===== src/include/gpc_regs.svh =====
`ifndef GPC_REGS_SVH
`define GPC_REGS_SVH

// Register addresses
`define GPC_ADDR_PIN_ONE_CONTROL 8'h74
`define GPC_ADDR_PIN_TWO_CONTROL 8'h75
`define GPC_ADDR_IRQ_STATUS 8'h7a
`define GPC_ADDR_IRQ_MASK 8'h7b
`define GPC_ADDR_PIN_STATE 8'h7c

// Reset values and writable bits
`define GPC_PIN_ONE_CONTROL_RESET 16'h00a8
`define GPC_PIN_TWO_CONTROL_RESET 16'h00a8
`define GPC_CONTROL_WMASK 16'h3fff
`define GPC_IRQ_RESET 2'h0
`define GPC_NUM_PINS 2
`define GPC_PIN_ONE 0
`define GPC_PIN_TWO 1

// Pin function codes
`define GPC_FN_OUTPUT 6'h00
`define GPC_FN_IRQ 6'h02
`define GPC_FN_INPUT 6'h03
`define GPC_FN_BIAS_CURRENT 6'h04
`define GPC_FN_BIAS_SHORT 6'h05
`define GPC_FN_DIGITAL_MIC 6'h06
`define GPC_FN_FLL_LOCK 6'h08
`define GPC_FN_FLL_CLOCK 6'h09

// Indices of the synchronised side sources
`define GPC_NUM_SRC 5
`define GPC_SRC_BIAS_CURRENT 0
`define GPC_SRC_BIAS_SHORT 1
`define GPC_SRC_FLL_LOCK 2
`define GPC_SRC_FLL_CLOCK 3
`define GPC_SRC_MIC_SIDE_CLOCK 4

// Timing
`define GPC_MCLK_MHZ 10
`define GPC_DEBOUNCE_US 1000

`endif


===== src/include/gpc_pkg.sv =====
package gpc_pkg;

   // Layout of one pin control register
   typedef struct packed {
      logic [1:0] reserved;
      logic [5:0] function_select;
      logic direction;
      logic drive_type;
      logic input_polarity;
      logic out_level;
      logic pulldown_en;
      logic pullup_en;
      logic irq_trigger;
      logic debounce_en;
   } gpc_ctrl_type;

   typedef logic [15:0] gpc_word_type;

endpackage


===== src/include/gpc_pin_if.sv =====
`timescale 1ns/10ps
interface gpc_pin_if;
   gpc_pkg::gpc_ctrl_type ctrl;
   logic pad_in;
   logic pad_sync;
   logic active;
   logic irq_event;

   modport host (
      output ctrl,
      output pad_in,
      input pad_sync,
      input active,
      input irq_event
   );

   modport pin (
      input ctrl,
      input pad_in,
      output pad_sync,
      output active,
      output irq_event
   );
endinterface


===== src/hdl/gpc_pin.sv =====
`timescale 1ns/10ps
module gpc_pin #(
   parameter int DEB_CYCLES = 1
) (
   // Clock and reset
   input wire logic mclk,
   input wire logic rst_n,
   // Link to the register block
   gpc_pin_if.pin bus
);

   localparam int CW = $clog2(DEB_CYCLES + 1);

   logic s1_r, s2_r, s3_r;
   logic agree_r, agree_nxt;
   logic db_r, db_nxt;
   logic act_r, act_nxt;
   logic [CW-1:0] cnt_r, cnt_nxt;

   always_comb begin
      // Only the second and third stages are compared; the first may be metastable
      agree_nxt = (s2_r == s3_r) ? s2_r : agree_r;
      db_nxt = db_r;
      cnt_nxt = cnt_r;
      if (!bus.ctrl.debounce_en) begin
         db_nxt = agree_r;
         cnt_nxt = '0;
      end else if (agree_r == db_r) begin
         cnt_nxt = '0;
      end else if (cnt_r == CW'(DEB_CYCLES - 1)) begin
         db_nxt = agree_r;
         cnt_nxt = '0;
      end else begin
         cnt_nxt = cnt_r + 1'b1;
      end
      act_nxt = bus.ctrl.input_polarity ? db_r : ~db_r;
   end

   always_ff @(posedge mclk or negedge rst_n) begin
      if (!rst_n) begin
         s1_r <= 1'b0;
         s2_r <= 1'b0;
         s3_r <= 1'b0;
         agree_r <= 1'b0;
         db_r <= 1'b0;
         act_r <= 1'b0;
         cnt_r <= '0;
      end else begin
         s1_r <= bus.pad_in;
         s2_r <= s1_r;
         s3_r <= s2_r;
         agree_r <= agree_nxt;
         db_r <= db_nxt;
         act_r <= act_nxt;
         cnt_r <= cnt_nxt;
      end
   end

   assign bus.pad_sync = agree_r;
   assign bus.active = act_r;
   // Edge mode flags only the rise into the active level
   assign bus.irq_event = bus.ctrl.irq_trigger ? (act_nxt & ~act_r) : act_nxt;

endmodule


===== src/hdl/gpc_top.sv =====
`timescale 1ns/10ps
`include "gpc_regs.svh"
module gpc_top #(
   parameter int DEBOUNCE_CYCLES = `GPC_DEBOUNCE_US * `GPC_MCLK_MHZ
) (
   // Clock and reset
   input wire logic mclk,
   input wire logic rst_n,
   // Register port
   input wire logic [7:0] reg_addr,
   input wire logic [15:0] reg_wdata,
   input wire logic reg_wr,
   input wire logic reg_rd,
   output logic [15:0] reg_rdata,
   // Sources from the rest of the codec
   input wire logic mic_bias_current_det,
   input wire logic mic_bias_short_det,
   input wire logic fll_lock,
   input wire logic fll_clock,
   input wire logic digital_mic_side_clock,
   // Pins
   input wire logic [1:0] pin_in,
   output logic [1:0] pin_out,
   output logic [1:0] pin_oe,
   output logic [1:0] pin_pullup_en,
   output logic [1:0] pin_pulldown_en,
   // Results
   output logic digital_mic_data_in,
   output logic [1:0] pin_level,
   output logic irq
);

   gpc_pkg::gpc_ctrl_type ctrl_r [`GPC_NUM_PINS];
   gpc_pkg::gpc_ctrl_type ctrl_nxt [`GPC_NUM_PINS];
   logic [1:0] stat_r, stat_nxt;
   logic [1:0] mask_r, mask_nxt;
   logic [1:0] events;
   logic [1:0] active;
   logic [1:0] pad_sync;
   logic [15:0] rdata_r, rdata_nxt;
   logic irq_r, irq_nxt;
   logic dmic_r, dmic_nxt;
   logic [`GPC_NUM_SRC-1:0] src_raw;
   logic [`GPC_NUM_SRC-1:0] src_val;

   assign src_raw[`GPC_SRC_BIAS_CURRENT] = mic_bias_current_det;
   assign src_raw[`GPC_SRC_BIAS_SHORT] = mic_bias_short_det;
   assign src_raw[`GPC_SRC_FLL_LOCK] = fll_lock;
   assign src_raw[`GPC_SRC_FLL_CLOCK] = fll_clock;
   assign src_raw[`GPC_SRC_MIC_SIDE_CLOCK] = digital_mic_side_clock;

   // Side sources come from other clock domains: three stages, change on agreement
   genvar k;
   generate
      for (k = 0; k < `GPC_NUM_SRC; k++) begin : g_src
         logic s1_r, s2_r, s3_r;
         logic val_r, val_nxt;

         always_comb begin
            val_nxt = (s2_r == s3_r) ? s2_r : val_r;
         end

         always_ff @(posedge mclk or negedge rst_n) begin
            if (!rst_n) begin
               s1_r <= 1'b0;
               s2_r <= 1'b0;
               s3_r <= 1'b0;
               val_r <= 1'b0;
            end else begin
               s1_r <= src_raw[k];
               s2_r <= s1_r;
               s3_r <= s2_r;
               val_r <= val_nxt;
            end
         end

         assign src_val[k] = val_r;
      end
   endgenerate

   // Register file and interrupt logic
   always_comb begin
      ctrl_nxt = ctrl_r;
      mask_nxt = mask_r;
      rdata_nxt = 16'h0000;
      stat_nxt = stat_r;
      if (reg_wr) begin
         case (reg_addr)
            `GPC_ADDR_PIN_ONE_CONTROL: begin
               ctrl_nxt[`GPC_PIN_ONE] = reg_wdata & `GPC_CONTROL_WMASK;
            end
            `GPC_ADDR_PIN_TWO_CONTROL: begin
               ctrl_nxt[`GPC_PIN_TWO] = reg_wdata & `GPC_CONTROL_WMASK;
            end
            `GPC_ADDR_IRQ_STATUS: begin
               stat_nxt = stat_r & ~reg_wdata[1:0];
            end
            `GPC_ADDR_IRQ_MASK: begin
               mask_nxt = reg_wdata[1:0];
            end
            default: begin
               mask_nxt = mask_r;
            end
         endcase
      end
      // A new event wins over a clear in the same cycle
      stat_nxt = stat_nxt | events;
      if (reg_rd) begin
         case (reg_addr)
            `GPC_ADDR_PIN_ONE_CONTROL: begin
               rdata_nxt = ctrl_r[`GPC_PIN_ONE];
            end
            `GPC_ADDR_PIN_TWO_CONTROL: begin
               rdata_nxt = ctrl_r[`GPC_PIN_TWO];
            end
            `GPC_ADDR_IRQ_STATUS: begin
               rdata_nxt = {14'h0000, stat_r};
            end
            `GPC_ADDR_IRQ_MASK: begin
               rdata_nxt = {14'h0000, mask_r};
            end
            `GPC_ADDR_PIN_STATE: begin
               rdata_nxt = {14'h0000, active};
            end
            default: begin
               rdata_nxt = 16'h0000;
            end
         endcase
      end
      irq_nxt = |(stat_nxt & mask_nxt);
      // Pin two carries microphone data only while that function is selected
      dmic_nxt = 1'b0;
      if (ctrl_r[`GPC_PIN_TWO].function_select == `GPC_FN_DIGITAL_MIC) begin
         dmic_nxt = pad_sync[`GPC_PIN_TWO];
      end
   end

   always_ff @(posedge mclk or negedge rst_n) begin
      if (!rst_n) begin
         ctrl_r[`GPC_PIN_ONE] <= gpc_pkg::gpc_ctrl_type'(`GPC_PIN_ONE_CONTROL_RESET);
         ctrl_r[`GPC_PIN_TWO] <= gpc_pkg::gpc_ctrl_type'(`GPC_PIN_TWO_CONTROL_RESET);
         stat_r <= `GPC_IRQ_RESET;
         mask_r <= `GPC_IRQ_RESET;
         rdata_r <= 16'h0000;
         irq_r <= 1'b0;
         dmic_r <= 1'b0;
      end else begin
         ctrl_r <= ctrl_nxt;
         stat_r <= stat_nxt;
         mask_r <= mask_nxt;
         rdata_r <= rdata_nxt;
         irq_r <= irq_nxt;
         dmic_r <= dmic_nxt;
      end
   end

   assign reg_rdata = rdata_r;
   assign irq = irq_r;
   assign digital_mic_data_in = dmic_r;

   // Per-pin input path and output drive
   genvar i;
   generate
      for (i = 0; i < `GPC_NUM_PINS; i++) begin : g_pin
         gpc_pin_if pin_if ();
         logic want;
         logic level;
         logic drive;
         logic out_r, out_nxt;
         logic oe_r, oe_nxt;

         assign pin_if.ctrl = ctrl_r[i];
         assign pin_if.pad_in = pin_in[i];

         gpc_pin #(
            .DEB_CYCLES(DEBOUNCE_CYCLES)
         ) u_pin (
            .mclk(mclk),
            .rst_n(rst_n),
            .bus(pin_if.pin)
         );

         assign active[i] = pin_if.active;
         assign pad_sync[i] = pin_if.pad_sync;
         // Only a pin set up as an input raises events
         assign events[i] = pin_if.irq_event &
            (ctrl_r[i].function_select == `GPC_FN_INPUT);

         always_comb begin
            want = 1'b0;
            level = 1'b0;
            case (ctrl_r[i].function_select)
               `GPC_FN_OUTPUT: begin
                  want = 1'b1;
                  level = ctrl_r[i].out_level;
               end
               `GPC_FN_IRQ: begin
                  want = 1'b1;
                  level = irq_r;
               end
               `GPC_FN_INPUT: begin
                  want = 1'b0;
               end
               `GPC_FN_BIAS_CURRENT: begin
                  want = 1'b1;
                  level = src_val[`GPC_SRC_BIAS_CURRENT];
               end
               `GPC_FN_BIAS_SHORT: begin
                  want = 1'b1;
                  level = src_val[`GPC_SRC_BIAS_SHORT];
               end
               `GPC_FN_DIGITAL_MIC: begin
                  // Pin two takes data in here, so only pin one drives
                  want = (i == `GPC_PIN_ONE);
                  level = src_val[`GPC_SRC_MIC_SIDE_CLOCK];
               end
               `GPC_FN_FLL_LOCK: begin
                  want = 1'b1;
                  level = src_val[`GPC_SRC_FLL_LOCK];
               end
               `GPC_FN_FLL_CLOCK: begin
                  // Resampled on mclk: only clocks well below half of mclk pass cleanly
                  want = 1'b1;
                  level = src_val[`GPC_SRC_FLL_CLOCK];
               end
               default: begin
                  // Reserved codes leave the pin undriven
                  want = 1'b0;
               end
            endcase
            drive = want & ~ctrl_r[i].direction;
            if (ctrl_r[i].drive_type) begin
               out_nxt = 1'b0;
               oe_nxt = drive & ~level;
            end else begin
               out_nxt = level;
               oe_nxt = drive;
            end
         end

         always_ff @(posedge mclk or negedge rst_n) begin
            if (!rst_n) begin
               out_r <= 1'b0;
               oe_r <= 1'b0;
            end else begin
               out_r <= out_nxt;
               oe_r <= oe_nxt;
            end
         end

         assign pin_out[i] = out_r;
         assign pin_oe[i] = oe_r;
         assign pin_pulldown_en[i] = ctrl_r[i].pulldown_en;
         assign pin_pullup_en[i] = ctrl_r[i].pullup_en;
         assign pin_level[i] = pin_if.active;
      end
   endgenerate

endmodule


===== config.mk =====
export PLATFORM = sky130hd
export DESIGN_NAME = gpc_top
export DESIGN_NICKNAME = d
export VERILOG_FILES = /design/src/include/gpc_pkg.sv /design/src/include/gpc_pin_if.sv /design/src/hdl/gpc_pin.sv /design/src/hdl/gpc_top.sv
export VERILOG_INCLUDE_DIRS = /design/src /design/src/include
export SDC_FILE = /design/constraint.sdc
export NUM_CORES = 1
export LEC_CHECK = 0
export BUFFER_PORTS_ARGS = -buffer_cell sky130_fd_sc_hd__buf_2
export CAP_MARGIN = 10
export CORE_ASPECT_RATIO = 0.75
export CORE_MARGIN = 4
export CORE_UTILIZATION = 25
export DETAILED_ROUTE_END_ITERATION = 12
export GPL_ROUTABILITY_DRIVEN = 0
export MAX_ROUTING_LAYER = met4
export PLACE_DENSITY_LB_ADDON = 0.08
export SLEW_MARGIN = 0
export SYNTH_ARGS = -nofsm -noshare
export SYNTH_HDL_FRONTEND = slang
export SYNTH_SLANG_ARGS = --single-unit

===== constraint.sdc =====
create_clock -name mclk -period 2.2 [get_ports mclk]
set_input_delay 0.22 -clock mclk [delete_from_list [all_inputs] [get_ports mclk]]
set_output_delay 0.22 -clock mclk [all_outputs]
set_load 0.02 [all_outputs]

---- Yosys cells after proc, flatten, opt, wreduce, memory -nomap -nowiden ----
Index checks and enable logic that the tools add are counted.
word-level totals
  input bits .............................. 35
  register bits after elaboration ......... 114
  logic and storage cells ................. 157
  output and inout bits ................... 28
operators by class
  reduce and logical (&&, ||, !) cells .... 9
  muxes and demuxes ....................... 31
  add/subtract/negate cells ............... 2
  equality and inequality tests ........... 34
  bitwise operators ....................... 20
operators with widths
  cell                     number
  $mux W14                 7
  $pmux W14 S5             1
  $eq A8 B7 Y1 const B     5
  $eq A6 B3 Y1 const B     6
  $add A14 B1 Y14 const B  2
  $eq A14 B14 Y1 const B   2
  $eq A6 B2 Y1 const B     4
  $eq A6 B4 Y1 const B     4
  $mux W1                  17
  $pmux W1 S7              2
  $logic_not A6 Y1         2
  $eq A1 B1 Y1             9
  $and A1 B1 Y1            8
  $mux W2                  4
  $not A1 Y1               8
  $reduce_and A2 Y1        4
  $reduce_or A7 Y1         1
  $reduce_or A6 Y1         1
  $and A2 B2 Y2            2
  $ne A2 B1 Y1 const B     2
  $ne A2 B2 Y1 const B     2
  $not A2 Y2               1
  $or A2 B2 Y2             1
  $reduce_or A2 Y1         1

---- Depth between registers and ports, before layout ----
  depth after elaboration ................. 8
  depth in mapped cells ................... 6
  mapped depth without buffers ............ 6

---- By module ----
A second synthesis with hierarchy kept.
second synthesis, totals
  cell total of the unflattened synthesis .. 391
  area, all modules ....................... 4828.4 um2
by module, submodules not included
  module   cells an instance  area an instance (um2)  seq. area each (um2)  times used
  gpc_top  235                3079.2                  1809.2                1
  gpc_pin  78                 874.6                   500.5                 2

---- Worst setup path after synthesis ----
Ideal clock, no wire load.
  path kind ............................... register to register
  start point ............................. register g_pin[1].u_pin.cnt_r[5]
  end point ............................... register g_pin[1].u_pin.cnt_r[4]
  stages on the path, launching flop included .. 6
  path slack .............................. 0.489 ns
  path buffers ............................ 1
  clock period less this slack ............ 1.711 ns
  data arrival time ....................... 1.592 ns
  required time ........................... 2.081 ns
  setup time .............................. 0.119 ns
  cells stage by stage .................... dfrtp_1 > or4b_1 > o31ai_1 > nand2b_1 > buf_4 > nor2_1
on the way
  cells in the longest elaborated chain, start to end .. 4
ends and longest elaborated chain
  item                           line           RTL
  from (decl)                    gpc_pin.sv:18  logic [CW-1:0] cnt_r, cnt_nxt;
  from (signal assigned)         gpc_pin.sv:55  cnt_r <= cnt_nxt;
  $eq A14 B14 Y1                 gpc_pin.sv:30  end else if (cnt_r == CW'(DEB_CYCLES - 1)) begin
  $mux W14                       gpc_pin.sv:30
  $mux W14                       gpc_pin.sv:28  end else if (agree_r == db_r) begin
  $mux W14                       gpc_pin.sv:25  if (!bus.ctrl.debounce_en) begin
  via g_pin[1].u_pin.cnt_nxt[4]  gpc_pin.sv:18
The timed path passes the listed nets, and every way through them passes these cells.
A chain may end at the register's enable or synchronous reset.

---- Final worst setup path ----
  start point ............................. register g_pin[1].u_pin.cnt_r[5]
  end point ............................... register g_pin[1].u_pin.cnt_r[5]
on the way
  cells in the longest elaborated chain, start to end .. 4
  elaborated cells on any way between the ends .. 5
  classes of those cells .................. add/sub: 1; eq/ne: 1; mux: 3
ends and longest elaborated chain
  item                                                      line
  $add A14 B1 Y14 / $eq A14 B14 Y1 (equally long branches)  gpc_pin.sv:34, gpc_pin.sv:30
  $mux W14 (*)                                              gpc_pin.sv:30
  $mux W14 (*)                                              gpc_pin.sv:28
  $mux W14 (*)                                              gpc_pin.sv:25
  via g_pin[1].u_pin.cnt_nxt[5]                             gpc_pin.sv:18
The timed path passes the listed nets; every way through them passes the cells marked *.

==> results_dict.tcl <==
set metrics [dict create \
    clock_tree.buffer_depth 2 \
    cts_sinks 112 \
    dp_hpwl_um 7730 \
    yosys_warnings 0 \
    clk_transition_reported_paths_ps 80 \
    worst_clock_skew_ps 6.82 \
    drt-initial-drc-count 183 \
    port_buffers 58 \
    cts_buffers 9 \
    min_period_ps 1930 \
    vias_per_cell 4.37 \
    vias 3142 \
    nets 504 \
    hold_path_class "input port to register" \
    whs_ps 106 \
    core_area_um2 18500 \
    p_per_area_nw_per_um2 730 \
    p_seq_share_pct 53.2 \
    reg2regPathDepth 5 \
    ant_nets 0 \
    timing.final.crit_share_pct 87.7 \
    die-area_um2 21200 \
    grt_pass1_vias 3107 \
    finalMaxSlewViolations 0 \
    tritoncts "yes" \
    setup_tns_ps 0 \
    die_w_um 167 \
    netlist_area_um2 4730 \
    final_cell_mix "106 x dfrtp_1, 57 x buf_2, 54 x nor2_1" \
    start_util_pct 25.5 \
    netSwitchingPower_uw 1070 \
    ioPinCount 63 \
    rows 43 \
    critical_path_class "register to register" \
    drt_first_pass_iters 4 \
    fillCellCount 1930 \
    setup_viol 0 \
    grt_pass1_wl_um 17500 \
    synthFlopType "dfrtp_1" \
    final_common_cell "dfrtp_1" \
    syn_avg_cell_area_um2 11.8 \
    worst-slew-pin-transition_ps 533 \
    status "finished clean" \
    netlist_instances 401 \
    end_kind "register" \
    register_area_um2 2810 \
    critPathMaxFanout 14 \
    grt-ovfl-total 0 \
    synth_seq_cells 112 \
    root_buffer "clkbuf_16" \
    hold_viol_final 0 \
    clk-insertion-delay-late_ps 360 \
    swShare_pct 25.8 \
    clkPwrFrac_pct 39.3 \
    arrival_ps 2180 \
    grt_start_max_net_pins 50 \
    internal-power_uw 3080 \
    antenna_found_initial 0 \
    async_flop_share_pct 100 \
    max_cap_violations 0 \
    wl_per_cell_um 14.9 \
    drive_above_1_share_pct 28.8 \
    multiInputGateArea_um2 1750 \
    die_h_um 127 \
    critPathRequiredTime_ps 2450 \
    rsz0062_at_grt "no" \
    slew_headroom_pct 64.4 \
    syn_to_final_growth_pct 20.4 \
    comb_power_share_pct 7.5 \
    synth.distinct_cells 47 \
    post-cts-setup-buffer-count 0 \
    max_freq_mhz 519 \
    drc 0 \
    hold_path_depth 2 \
    p_leak_uw 0.00249 \
    grt_usage_pct 11.1 \
    yosysSeqAreaShare_pct 59.5 \
    synth_edf_count 0 \
    cp-start-kind "register" \
    totalWireLength_um 10700 \
    antenna-diode-count 0 \
    ctsHtreeMaxLevel 3 \
    peakVddDrop_uv 297 \
]
## synth_stat cells (2+ instances only)
library cell | instances | share of area (%)
dfrtp_1 | 106 | 56
nor2_1 | 54 | 4.3
mux2_2 | 35 | 8.3
nand2_1 | 21 | 1.7
nand3_1 | 18 | 1.9
a22oi_1 | 17 | 2.7
xnor2_1 | 15 | 2.8
buf_4 | 14 | 2.2
xor2_1 | 13 | 2.4
o21ai_0 | 10 | 1.1
clkbuf_1 | 9 | 0.71
nor3_1 | 8 | 0.85
a21oi_1 | 7 | 0.74
maj3_1 | 7 | 1.5
dfstp_2 | 6 | 3.3
nand4_1 | 6 | 0.79
and3_1 | 5 | 0.66
inv_1 | 4 | 0.32
nand3b_1 | 4 | 0.64
nor2b_1 | 4 | 0.53
buf_2 | 3 | 0.32
mux2i_1 | 3 | 0.64
nand2b_1 | 3 | 0.40
a22o_1 | 2 | 0.37
ha_1 | 2 | 0.53
nor4_1 | 2 | 0.26
nor4b_1 | 2 | 0.37
or2_2 | 2 | 0.26
## kinds of logic (layout without fill, tap and decap cells)
logic type,count (synthesis),in the layout,share of synthesized area [%]
other,1,2,0.0794
and+or+nand+nor,141,141,14.8
AOI/OAI and AO/OA,42,42,5.90
DFF,112,112,59.5
buffers and inverters,30,100,3.57
muxes,38,38,8.98
xor gates and xnor gates,28,28,5.19
adders and majority gates,9,9,2.01
## layer usage
| layer | track usage, % | up-vias | routed length [um] |
|---|---|---|---|
| li1 | - | 1512 | - |
| met3 | 3.84 | 10 | 512 |
| met5 | - | - | 0 |
| met4 | 2.74 | 0 | 114 |
| met1 | 16.9 | 1559 | 5990 |
| met2 | 13.7 | 61 | 4080 |
## path summary, 6_finish.rpt
kind / start / to / slack, ps
max in group asynchronous: rst_n / ctrl_r[23]$_DFFE_PN1P_ / 1270
min in group asynchronous: rst_n / g_pin[1].u_pin.cnt_r[0]$_DFF_PN0_ / 330
min reg2reg: g_pin[1].u_pin.s1_r$_DFF_PN0_ / g_pin[1].u_pin.s2_r$_DFF_PN0_ / 350
max reg2reg: g_pin[1].u_pin.cnt_r[5]$_DFF_PN0_ / g_pin[1].u_pin.cnt_r[5]$_DFF_PN0_ / 270
min: reg_wdata[2] / pin_pullup_en[0]$_DFFE_PN0P_ / 110
max: g_pin[1].u_pin.cnt_r[5]$_DFF_PN0_ / g_pin[1].u_pin.cnt_r[5]$_DFF_PN0_ / 270
## final cells by class
class	instances	area share, %
multi-input cells	260	30.8
clock buffers	9	3.96
clock inverters	7	1.17
repair buffers	80	9.06
inverters	4	0.264
flip-flops and latches	112	49.4
well taps	247	5.43
## metrics by stage
step                      worst slack (ps)  instance area (um^2)  instances  util (%)  total power [uW]
after detailed placement               288                  5320        695      28.7              2560
after floorplan                        489                  4730        402         -              2420
after global routing                   158                  5690        719      30.8              4390
final                                  272                  5690        719      30.8              4150
after CTS                              277                  5690        719      30.8              4270
after global placement                 309                  5320        695      28.7              2560
## repair_timing
item	in CTS	in global routing
gates resized for setup	0	0
hold buffers	8	0
endpoints found under the hold margin	28	0
endpoints found under the setup margin	0	0
## worst max-delay path: stages, from the launching register on
cell	delay, ps
dfrtp_1	420
or4b_1	530
o31ai_1	460
nand2b_1	220
buf_12	150
nor2_1	50
## flip-flops by register name, indices dropped and copies added (netlist names), 5 cells and up
| signal | count |
|---|---|
| ctrl_r | 24 |
| g_pin.u_pin.cnt_r | 28 |
| g_src.s1_r | 5 |
| g_src.s2_r | 5 |
| g_src.s3_r | 5 |
| g_src.val_r | 5 |
| reg_rdata | 14 |
## power groups by stage
stage                     sequential, uW  combinational [uW]  clock [uW]
final                               2210                 310        1630
after global routing                2220                 350        1820
after CTS                           2210                 320        1730
after detailed placement            2250                 308           0
after global placement              2250                 309           0
after floorplan                     2230                 192           0
No activity file was read; power rests on OpenSTA's default activity.
